**config.mk**
```make
export PLATFORM = sky130hd
export DESIGN_NAME = pps_sequencer
export DESIGN_NICKNAME = d
export VERILOG_FILES = /design/src/pps_sequencer.v
export VERILOG_INCLUDE_DIRS = /design/src
export SDC_FILE = /design/constraint.sdc
export NUM_CORES = 2
export LEC_CHECK = 0
export ABC_AREA = 0
export BUFFER_PORTS_ARGS = -buffer_cell sky130_fd_sc_hd__buf_2
export CELL_PAD_IN_SITES_DETAIL_PLACEMENT = 1
export CELL_PAD_IN_SITES_GLOBAL_PLACEMENT = 2
export CORE_ASPECT_RATIO = 2
export CORE_MARGIN = 5
export CORE_UTILIZATION = 51
export CTS_CLUSTER_DIAMETER = 200
export DETAILED_ROUTE_END_ITERATION = 10
export PLACE_DENSITY_LB_ADDON = 0.25
export SYNTH_ARGS = -nofsm -noshare
export SYNTH_HDL_FRONTEND = slang
export SYNTH_SLANG_ARGS = --single-unit
```
**constraint.sdc**
```tcl
create_clock -name clk -period 9.85 [get_ports clk]
set_clock_uncertainty 0.15 [all_clocks]
set_input_delay 1.97 -clock clk [delete_from_list [all_inputs] [get_ports clk]]
set_output_delay 1.97 -clock clk [all_outputs]
set_load 0.01 [all_outputs]
```
**src/pps_regs.vh**
```
// constants for the pump program sequencer: register offsets, fields,
// reset values and encodings; included by the sequencer, the checker and the testbench
`ifndef PPS_REGS_VH
`define PPS_REGS_VH
// register offsets (byte addresses)
`define PPS_CTRL        8'h00
`define PPS_CONFIG      8'h04
`define PPS_NET         8'h08
`define PPS_STATUS      8'h0c
`define PPS_EDIT_PHASE  8'h10
`define PPS_PHASE_DATA  8'h14
`define PPS_KEY         8'h18
`define PPS_RESET_ALL   8'h1c
// config fields
`define PPS_CFG_MOTOR_OUT 0
`define PPS_CFG_LOCKOUT   1
`define PPS_CFG_BEEP      2
// net fields
`define PPS_NET_ADDR_LSB  0
`define PPS_NET_BAUD_LSB  8
`define PPS_NET_MODE_LSB  12
// network modes
`define PPS_MODE_ADDRESS  2'h0
`define PPS_MODE_OPPOSITE 2'h1
`define PPS_MODE_SAME     2'h2
`define PPS_MODE_ALTERN   2'h3
// baud codes: 300, 1200, 2400, 9600, 19200
`define PPS_BAUD_MAX      3'h4
`define PPS_BAUD_19200    3'h4
// phase functions
`define PPS_FN_RATE       3'h0
`define PPS_FN_STOP       3'h1
`define PPS_FN_JUMP       3'h2
`define PPS_FN_PAUSE      3'h3
`define PPS_FN_SUBSEL     3'h4
// control bits
`define PPS_CTRL_START    0
`define PPS_CTRL_STOP     1
`define PPS_CTRL_DONE     2
`define PPS_CTRL_SUBGO    3
// key codes from keypad interface
`define PPS_KEY_STARTSTOP 2'h0
`define PPS_KEY_REVIEW    2'h1
`define PPS_KEY_CHANGE    2'h2
// limits, reset value and beep length
`define PPS_MAX_PHASE     6'h29
`define PPS_ADDR_RESET    7'h00
`define PPS_ADDR_MAX      7'h63
`define PPS_BEEP_CYCLES   16'h9c40
`endif

```
**src/pps_sequencer.v**
```verilog
// pump program sequencer: phase stepping, motor-activity line, keypad
// lockout, buzzer and serial network role control.
// assumes one 20 mhz clock, register port driven synchronously, keypad
// presses decoded outside into one-cycle pulses with a class code.
//
// Rules of the document
// RL1: setting 0: output high only while pumping
// RL2: setting 1: high while pumping or pausing
// RL3: locked without key: only start/stop, review
// RL4: serial link changes ignore keypad lockout
// RL5: grounded detect input means key present
// RL6: blocked keypad change shows refusal, unchanged
// RL7: locked with phase1 subselect autostarts at power
// RL8: system reset clears lockout setting
// RL9: beep continuous at end/wait, single per key
// RL10: network address 00 to 99, default 00
// RL11: selectable rate among five, shared network
// RL12: opposite-direction follower sends start, rate, reversed
// RL13: same-direction follower sends start, rate, same
// RL14: alternating mode starts second pump at stop
// RL15: secondary stays address 0, 19200 baud
// RL16: every start begins at phase 1
// RL17: next phase follows unless function redirects
// RL18: one function per phase, rate and direction
// RL19: non-continuous program ends with stop phase
// RL20: edited phase index saturates at 41
// RL21: phase sequence kept in retained storage
// RL22: running past last phase stops program
`timescale 1ns/1ps
`default_nettype none
`include "pps_regs.vh"
module pps_sequencer #(
  parameter PHASES = 41,
  parameter RATE_W = 16
) (
  // clock and reset
  input  wire              clk,
  input  wire              rst,
  // register port
  input  wire [7:0]        addr,
  input  wire [31:0]       wdata,
  input  wire              wr,
  input  wire              rd,
  output reg  [31:0]       rdata,
  // keypad and sensing
  input  wire              key_press,
  input  wire [1:0]        key_class,
  input  wire              program_detect_n,
  // motor interface
  input  wire              phase_done,
  output reg               motor_run,
  output reg               motor_dir,
  output reg  [RATE_W-1:0] motor_rate,
  output reg               motor_active,
  output reg               buzzer,
  output reg               refuse_msg,
  output reg               subsel_prompt,
  // secondary pump commands
  output reg               sec_run,
  output reg               sec_dir,
  output reg  [RATE_W-1:0] sec_rate
);
  // ------------------------------------------------------------
  // state and storage
  // ------------------------------------------------------------
  localparam ST_IDLE  = 2'h0;
  localparam ST_RUN   = 2'h1;
  localparam ST_PAUSE = 2'h2;
  localparam ST_WAIT  = 2'h3;
  // phase word: [2:0] function, [3] direction, [9:4] target,
  // [31:16] rate; retained array, no reset so contents survive
  reg [31:0]       phase_mem [1:PHASES];  // see RL21 see RL18
  reg [1:0]        state;
  reg [5:0]        phase;
  reg [5:0]        edit_phase;
  reg              motor_cfg;
  reg              lockout;
  reg              beep_en;
  reg [6:0]        net_addr;
  reg [2:0]        baud;
  reg [1:0]        net_mode;
  reg              power_up;
  reg [15:0]       beep_cnt;
  reg              prev_running;
  reg [1:0]        next_state;
  reg [5:0]        next_phase;
  wire             key_present = ~program_detect_n;  // see RL5
  wire             kp_block = lockout & ~key_present;
  wire             kp_change = key_press &
                               (key_class == `PPS_KEY_CHANGE);
  wire             kp_start = key_press &
                              (key_class == `PPS_KEY_STARTSTOP);
  wire [31:0]      cur = phase_mem[phase];
  wire [2:0]       cur_fn = cur[2:0];
  wire             wr_ctrl = wr & (addr == `PPS_CTRL);
  wire             sw_start = wr_ctrl & wdata[`PPS_CTRL_START];
  wire             sw_stop = wr_ctrl & wdata[`PPS_CTRL_STOP];
  wire             running = (state != ST_IDLE);
  // write decodes; wr_cfg and wr_wipe are each shared by two processes below
  wire             wr_cfg = wr & (addr == `PPS_CONFIG);
  wire             wr_net = wr & (addr == `PPS_NET);
  wire             wr_edit = wr & (addr == `PPS_EDIT_PHASE);
  wire             wr_data = wr & (addr == `PPS_PHASE_DATA);
  wire             wr_wipe = wr & (addr == `PPS_RESET_ALL);
  // advance one phase, stopping past the last one
  function [5:0] pps_next;
    input [5:0] p;
    begin
      if (p >= PHASES[5:0])
        pps_next = 6'h00;
      else
        pps_next = p + 6'h01;
    end
  endfunction
  // ------------------------------------------------------------
  // sequencer
  // ------------------------------------------------------------
  always @* begin
    next_state = state;
    next_phase = phase;
    if (sw_stop || (kp_start && running)) begin
      next_state = ST_IDLE;
    end else if (sw_start || (kp_start && !running)) begin
      next_state = ST_RUN;
      next_phase = 6'h01;  // see RL16
    end else if (running) begin
      case (cur_fn)
        `PPS_FN_STOP: next_state = ST_IDLE;
        `PPS_FN_JUMP: next_phase = cur[9:4];  // see RL17
        `PPS_FN_SUBSEL: begin
          next_state = ST_WAIT;
          if (wr_ctrl && wdata[`PPS_CTRL_SUBGO]) begin
            next_state = ST_RUN;
            next_phase = wdata[9:4];
          end
        end
        default: begin
          next_state = (cur_fn == `PPS_FN_PAUSE) ? ST_PAUSE : ST_RUN;
          if (phase_done ||
              (wr_ctrl && wdata[`PPS_CTRL_DONE])) begin
            next_phase = pps_next(phase);  // see RL17
            if (pps_next(phase) == 6'h00)
              next_state = ST_IDLE;  // see RL22
          end
        end
      endcase
      if (next_phase == 6'h00 || next_phase > PHASES[5:0]) begin
        next_state = ST_IDLE;
        next_phase = 6'h01;
      end
    end
  end
  always @(posedge clk or posedge rst) begin
    if (rst) begin
      state <= ST_IDLE;
      phase <= 6'h01;
      power_up <= 1'b1;
    end else begin
      power_up <= 1'b0;
      if (power_up && lockout &&
          phase_mem[1][2:0] == `PPS_FN_SUBSEL) begin
        state <= ST_WAIT;  // see RL7
        phase <= 6'h01;
      end else begin
        state <= next_state;
        phase <= next_phase;
      end
    end
  end
  // ------------------------------------------------------------
  // registers written by software and keypad
  // ------------------------------------------------------------
  always @(posedge clk) begin
    if (wr_data && edit_phase != 6'h00)
      phase_mem[edit_phase] <= wdata;  // see RL4
  end
  // lockout sits in retained storage beside the program: a power-on
  // reset must not clear it, or the auto-run start could never occur
  always @(posedge clk) begin
    if (wr_wipe)
      lockout <= 1'b0;  // see RL8
    else if (wr_cfg && key_present)
      lockout <= wdata[`PPS_CFG_LOCKOUT];  // see RL5
  end
  always @(posedge clk or posedge rst) begin
    if (rst) begin
      motor_cfg <= 1'b0;
      beep_en <= 1'b0;
      net_addr <= `PPS_ADDR_RESET;
      baud <= `PPS_BAUD_19200;
      net_mode <= `PPS_MODE_ADDRESS;
      refuse_msg <= 1'b0;
    end else begin
      if (key_press)
        refuse_msg <= kp_change & kp_block;  // see RL6 see RL3
      if (wr_wipe) begin
        net_addr <= `PPS_ADDR_RESET;
        net_mode <= `PPS_MODE_ADDRESS;
      end else if (wr_cfg) begin
        motor_cfg <= wdata[`PPS_CFG_MOTOR_OUT];
        beep_en <= wdata[`PPS_CFG_BEEP];
      end else if (wr_net) begin
        // out-of-range fields are dropped, the others still land
        if (wdata[6:0] <= `PPS_ADDR_MAX)
          net_addr <= wdata[6:0];  // see RL10
        if (wdata[10:8] <= `PPS_BAUD_MAX)
          baud <= wdata[10:8];  // see RL11
        net_mode <= wdata[13:12];
      end
    end
  end
  // ------------------------------------------------------------
  // edit pointer
  // ------------------------------------------------------------
  // software and keypad share the pointer; a bus write wins a tie
  always @(posedge clk or posedge rst) begin
    if (rst) begin
      edit_phase <= 6'h01;
    end else if (wr_edit) begin
      if (wdata[5:0] > `PPS_MAX_PHASE || wdata[31:6] != 26'h0)
        edit_phase <= `PPS_MAX_PHASE;  // see RL20
      else
        edit_phase <= wdata[5:0];
    end else if (kp_change && !kp_block) begin
      if (edit_phase >= `PPS_MAX_PHASE)
        edit_phase <= `PPS_MAX_PHASE;  // see RL20
      else
        edit_phase <= edit_phase + 6'h01;
    end
  end
  // ------------------------------------------------------------
  // outputs: motor lines and subselect prompt
  // ------------------------------------------------------------
  always @(posedge clk or posedge rst) begin
    if (rst) begin
      motor_run <= 1'b0;
      motor_dir <= 1'b0;
      motor_rate <= {RATE_W{1'b0}};
      motor_active <= 1'b0;
      subsel_prompt <= 1'b0;
    end else begin
      motor_run <= (state == ST_RUN) && (cur_fn == `PPS_FN_RATE);
      motor_dir <= cur[3];
      motor_rate <= cur[31:32-RATE_W];
      if (motor_cfg)
        motor_active <= (state == ST_RUN) ||
                        (state == ST_PAUSE);  // see RL2
      else
        motor_active <= (state == ST_RUN) &&
                        (cur_fn == `PPS_FN_RATE);  // see RL1
      subsel_prompt <= (state == ST_WAIT);  // see RL7
    end
  end
  // ------------------------------------------------------------
  // buzzer
  // ------------------------------------------------------------
  always @(posedge clk or posedge rst) begin
    if (rst) begin
      buzzer <= 1'b0;
      beep_cnt <= 16'h0000;
    end else begin
      // single beep lasts a fixed count; end/wait beeps steadily
      if (key_press)
        beep_cnt <= `PPS_BEEP_CYCLES;
      else if (beep_cnt != 16'h0000)
        beep_cnt <= beep_cnt - 16'h0001;
      buzzer <= beep_en & (state == ST_WAIT || state == ST_IDLE ||
                           beep_cnt != 16'h0000);  // see RL9
    end
  end
  // ------------------------------------------------------------
  // secondary pump
  // ------------------------------------------------------------
  // followers copy the registered motor outputs, so they trail the
  // primary by one clock, far below one character on the link
  always @(posedge clk or posedge rst) begin
    if (rst) begin
      prev_running <= 1'b0;
      sec_run <= 1'b0;
      sec_dir <= 1'b0;
      sec_rate <= {RATE_W{1'b0}};
    end else begin
      prev_running <= running;
      case (net_mode)
        `PPS_MODE_OPPOSITE: begin
          sec_run <= motor_run;  // see RL12
          sec_dir <= ~motor_dir;
          sec_rate <= motor_rate;
        end
        `PPS_MODE_SAME: begin
          sec_run <= motor_run;  // see RL13
          sec_dir <= motor_dir;
          sec_rate <= motor_rate;
        end
        `PPS_MODE_ALTERN: begin
          // in either setting, a pause keeps the hand-off back
          if (prev_running && !running)
            sec_run <= 1'b1;  // see RL14
          else if (running)
            sec_run <= 1'b0;
        end
        default: sec_run <= 1'b0;
      endcase
    end
  end
  // ------------------------------------------------------------
  // register read port
  // ------------------------------------------------------------
  always @(posedge clk or posedge rst) begin
    if (rst)
      rdata <= 32'h0000_0000;
    else if (rd) begin
      case (addr)
        `PPS_CONFIG:
          rdata <= {29'h0, beep_en, lockout & key_present, motor_cfg};
        `PPS_NET:
          rdata <= {18'h0, net_mode, 1'b0, baud, 1'b0, net_addr};
        `PPS_STATUS:
          rdata <= {22'h0, refuse_msg, key_present, state, phase};
        `PPS_EDIT_PHASE: rdata <= {26'h0, edit_phase};
        `PPS_PHASE_DATA: rdata <= phase_mem[edit_phase];
        default: rdata <= 32'h0000_0000;
      endcase
    end
  end
endmodule
`default_nettype wire

```
==> flow_metrics.tcl <==
set metrics [dict create \
    grtUsageTotal 0.3354 \
    tightest_slew_ps 1239 \
    setup_viol_count_final 0 \
    p_leak_nw 22.31 \
    crit_required_ps 10360 \
    dpl.hpwl_um 140000 \
    p_per_area_mw_per_mm2 260.4 \
    yosysUniqueCellTypes 98 \
    synth_top_area_cell "edfxtp_1" \
    p_sw_frac 0.3571 \
    critPathLaunchType "register" \
    fin_crit_sh 0.6126 \
    relSlewSlack 0.1663 \
    max_freq_mhz 165.7 \
    dr.first_iter.drc_count 5982 \
    async_flop_share 0.08246 \
    cts_buffers 120 \
    critPathKind "reg -> reg" \
    synth_edf_count 1312 \
    cts_repair_resize_count 0 \
    drcViolationCount 0 \
    grt_antenna_before_repair 13 \
    drive_gt1_frac 0.2059 \
    slew_viol_final 0 \
    cts.sinks 1431 \
    die-area_mm2 0.1312 \
    worst-path-stages 12 \
    crit_path_end_kind "register" \
    yosysTopAreaCellShare 0.6248 \
    grt_max_degree 100 \
    endpoint "phase[4]$_DFFE_PP0P_" \
    tns_ps 0 \
    core.rowCount 182 \
    area_growth_pct 10.71 \
    reg2reg_to "phase[4]$_DFFE_PP0P_" \
    cts_tree "done" \
    ys_warn_count 0 \
    hold_depth 1 \
    route.vias.total 42430 \
    viasPerCell 7.408 \
    critPathMaxStageDelay_ps 1090 \
    crit_top_cell "or4_4" \
    grt_pass1_wl_um 318700 \
    grt_pass1_vias 43850 \
    clkLatencyLatePin_ps 780 \
    power.switching_mw 6.492 \
    r2r_start "phase[0]$_DFFE_PP1P_" \
    io_buffers 120 \
    cts.path.max_buffers 3 \
    path_cells "buf_12 > mux4_1 > a22oi_1 > a41o_1 > a2bb2oi_2 > nor3_1 > nand2b_1 > o221a_1 > or4_4 > or4_4 > and3_4 > a22o_1" \
    core_mm2 0.1230 \
    cts.htree.levels 3 \
    crit_buf_inv 1 \
    status "finished, final reports clean" \
    start_util 0.5128 \
    syn_area_per_cell_um2 15.83 \
    rr_worst_depth 12 \
    power_frac_clock 0.268 \
    maxCapViolCount 0 \
    finalNetCount 4120 \
    place_area_mm2 0.06585 \
    combPwrFrac 0.343 \
    die_x_um 258.6 \
    critPathSlowestCell "dfstp_4" \
    synth_area_leaders "edfxtp_1 62%, mux4_2 8.5%, dfrtp_1 4.5%" \
    post-route-cell-area_mm2 0.06981 \
    drt_wl_total_um 225300 \
    netlist_area_mm2 0.06305 \
    clk_pin_slew_ps 70 \
    routedWlPerCell_um 39.33 \
    syn_nets 4046 \
    ys_seq_area_frac 0.6721 \
    gr-total-overflow 0 \
    cts-root-buf "clkbuf_16" \
    yosys_most_used_dff "edfxtp_1" \
    cp_max_fo 94 \
    crit_start "phase[0]$_DFFE_PP1P_" \
    hold_viol_final 0 \
    gp_congestion 0.8755 \
    rsz0062_at_grt "no" \
    syn_inst 3983 \
    min_path_type "reg -> reg" \
    holdBufCountCts 0 \
    drtPass1Iterations 5 \
    reg2reg_slack_ps 3820 \
    crit_arrival_ps 6540 \
    fin_crit_ps 6034 \
    synth-seq-cells 1431 \
    cts_setup_buffers 0 \
    die_h_um 507.3 \
    vdd.ir_drop.worst_mv 0.1566 \
    critical-path-top-delay-family "simple AND/OR/NAND/NOR gates" \
    seqPwrFrac 0.389 \
    ant_nets 0 \
    io_pins 121 \
    p_int_mw 11.69 \
]
[power groups by stage]
stage / sequential [mW] / combinational [mW] / clock [mW]
after floorplan: 6.98 / 4.02 / 0
after CTS: 7.07 / 6.16 / 4.91
after detailed placement: 7.21 / 6.13 / 0
after global placement: 7.20 / 6.04 / 0
after global routing: 7.09 / 6.45 / 5.19
final: 7.08 / 6.23 / 4.87
[layer usage]
layer | part of all wire | up-vias | routed length [um] | global-route usage
met4 | 0.065 | 10 | 14620 | 0.1867
met2 | 0.50 | 2858 | 113600 | 0.5739
met1 | 0.34 | 22150 | 77090 | 0.4088
met3 | 0.088 | 725 | 19870 | 0.05149
li1 | - | 16690 | - | -
met5 | 0.00036 | - | 80 | 0
[state kept, by name, indices dropped and copies added, names as in the netlist, 2 cells and up]
name	cells
rdata	32
motor_rate	16
sec_rate	16
phase	6
beep_cnt	16
phase_mem	1312
edit_phase	6
net_addr	7
net_mode	2
baud	3
state	2
[synth_stat cells, drive strengths merged, types with 49 or more instances]
cell,number
edfxtp,1312
clkbuf,199
o21ai,100
a22o,97
a211oi,96
nor2,164
mux2i,180
nand2,169
dfrtp,114
mux4,241
a22oi,308
buf,104
a31oi,95
a221oi,120
inv,52
nand3,49
a21oi,136
mux2,95
[cells by family (layout without fill, tap and decap cells)]
group | Yosys count | count (layout) | synth area share
buf+inv | 357 | 531 | 0.02332
mux | 516 | 516 | 0.1319
xor+xnor | 11 | 11 | 0.001528
compound gates | 1116 | 1116 | 0.1285
flops | 1431 | 1431 | 0.6721
fa+ha+maj | 15 | 15 | 0.002937
simple gates | 536 | 536 | 0.03971
other cells | 1 | 8 | 0.00005947
[worst min path at each step]
stage / startpoint / end / slack (ps)
4_1_cts: prev_running$_DFF_PP0_ / sec_run$_DFFE_PP0P_ / 340
2_1_floorplan: prev_running$_DFF_PP0_ / sec_run$_DFFE_PP0P_ / 290
6_report: prev_running$_DFF_PP0_ / sec_run$_DFFE_PP0P_ / 350
3_3_place_gp: prev_running$_DFF_PP0_ / sec_run$_DFFE_PP0P_ / 310
5_1_grt: prev_running$_DFF_PP0_ / sec_run$_DFFE_PP0P_ / 360
3_5_place_dp: prev_running$_DFF_PP0_ / sec_run$_DFFE_PP0P_ / 330
[final cells by class]
class,count,area (um^2)
clock buffer,140,3088
tap,1564,1957
fill,11220,53160
antenna,7,17.52
multi-input combinational,2195,19580
sequential,1431,42410
clock inverter,82,848.3
timing repair buffer,255,1702
inverter,54,207.7
[cell usage in the layout (no fill, tap or decap), types with 95 or more instances in the layout]
cell       instances
dfrtp_1          105
nor2_1           117
a221oi_1         118
a21oi_1          136
buf_2            120
a31oi_1           95
clkbuf_16        120
edfxtp_1        1312
a211oi_1          96
mux2i_1          180
mux4_2           238
o21ai_0           97
nand2_1          168
buf_4            128
a22oi_1          308
a22o_1            97
[through the flow]
stage / hold WS (ps) / worst slack [ps] / util / power (mW) / std cells
floorplan: 288.6 / 4165 / - / 11.00 / 3983
global placement: 306.7 / 3268 / 0.5355 / 13.23 / 5499
detailed placement: 326.6 / 3212 / 0.5355 / 13.33 / 5499
CTS: 337.4 / 3814 / 0.5676 / 18.15 / 5721
global route: 359.4 / 3631 / 0.5676 / 18.73 / 5724
finish: 349.8 / 3816 / 0.5677 / 18.18 / 5728
Power figures use the tool's default switching activity.
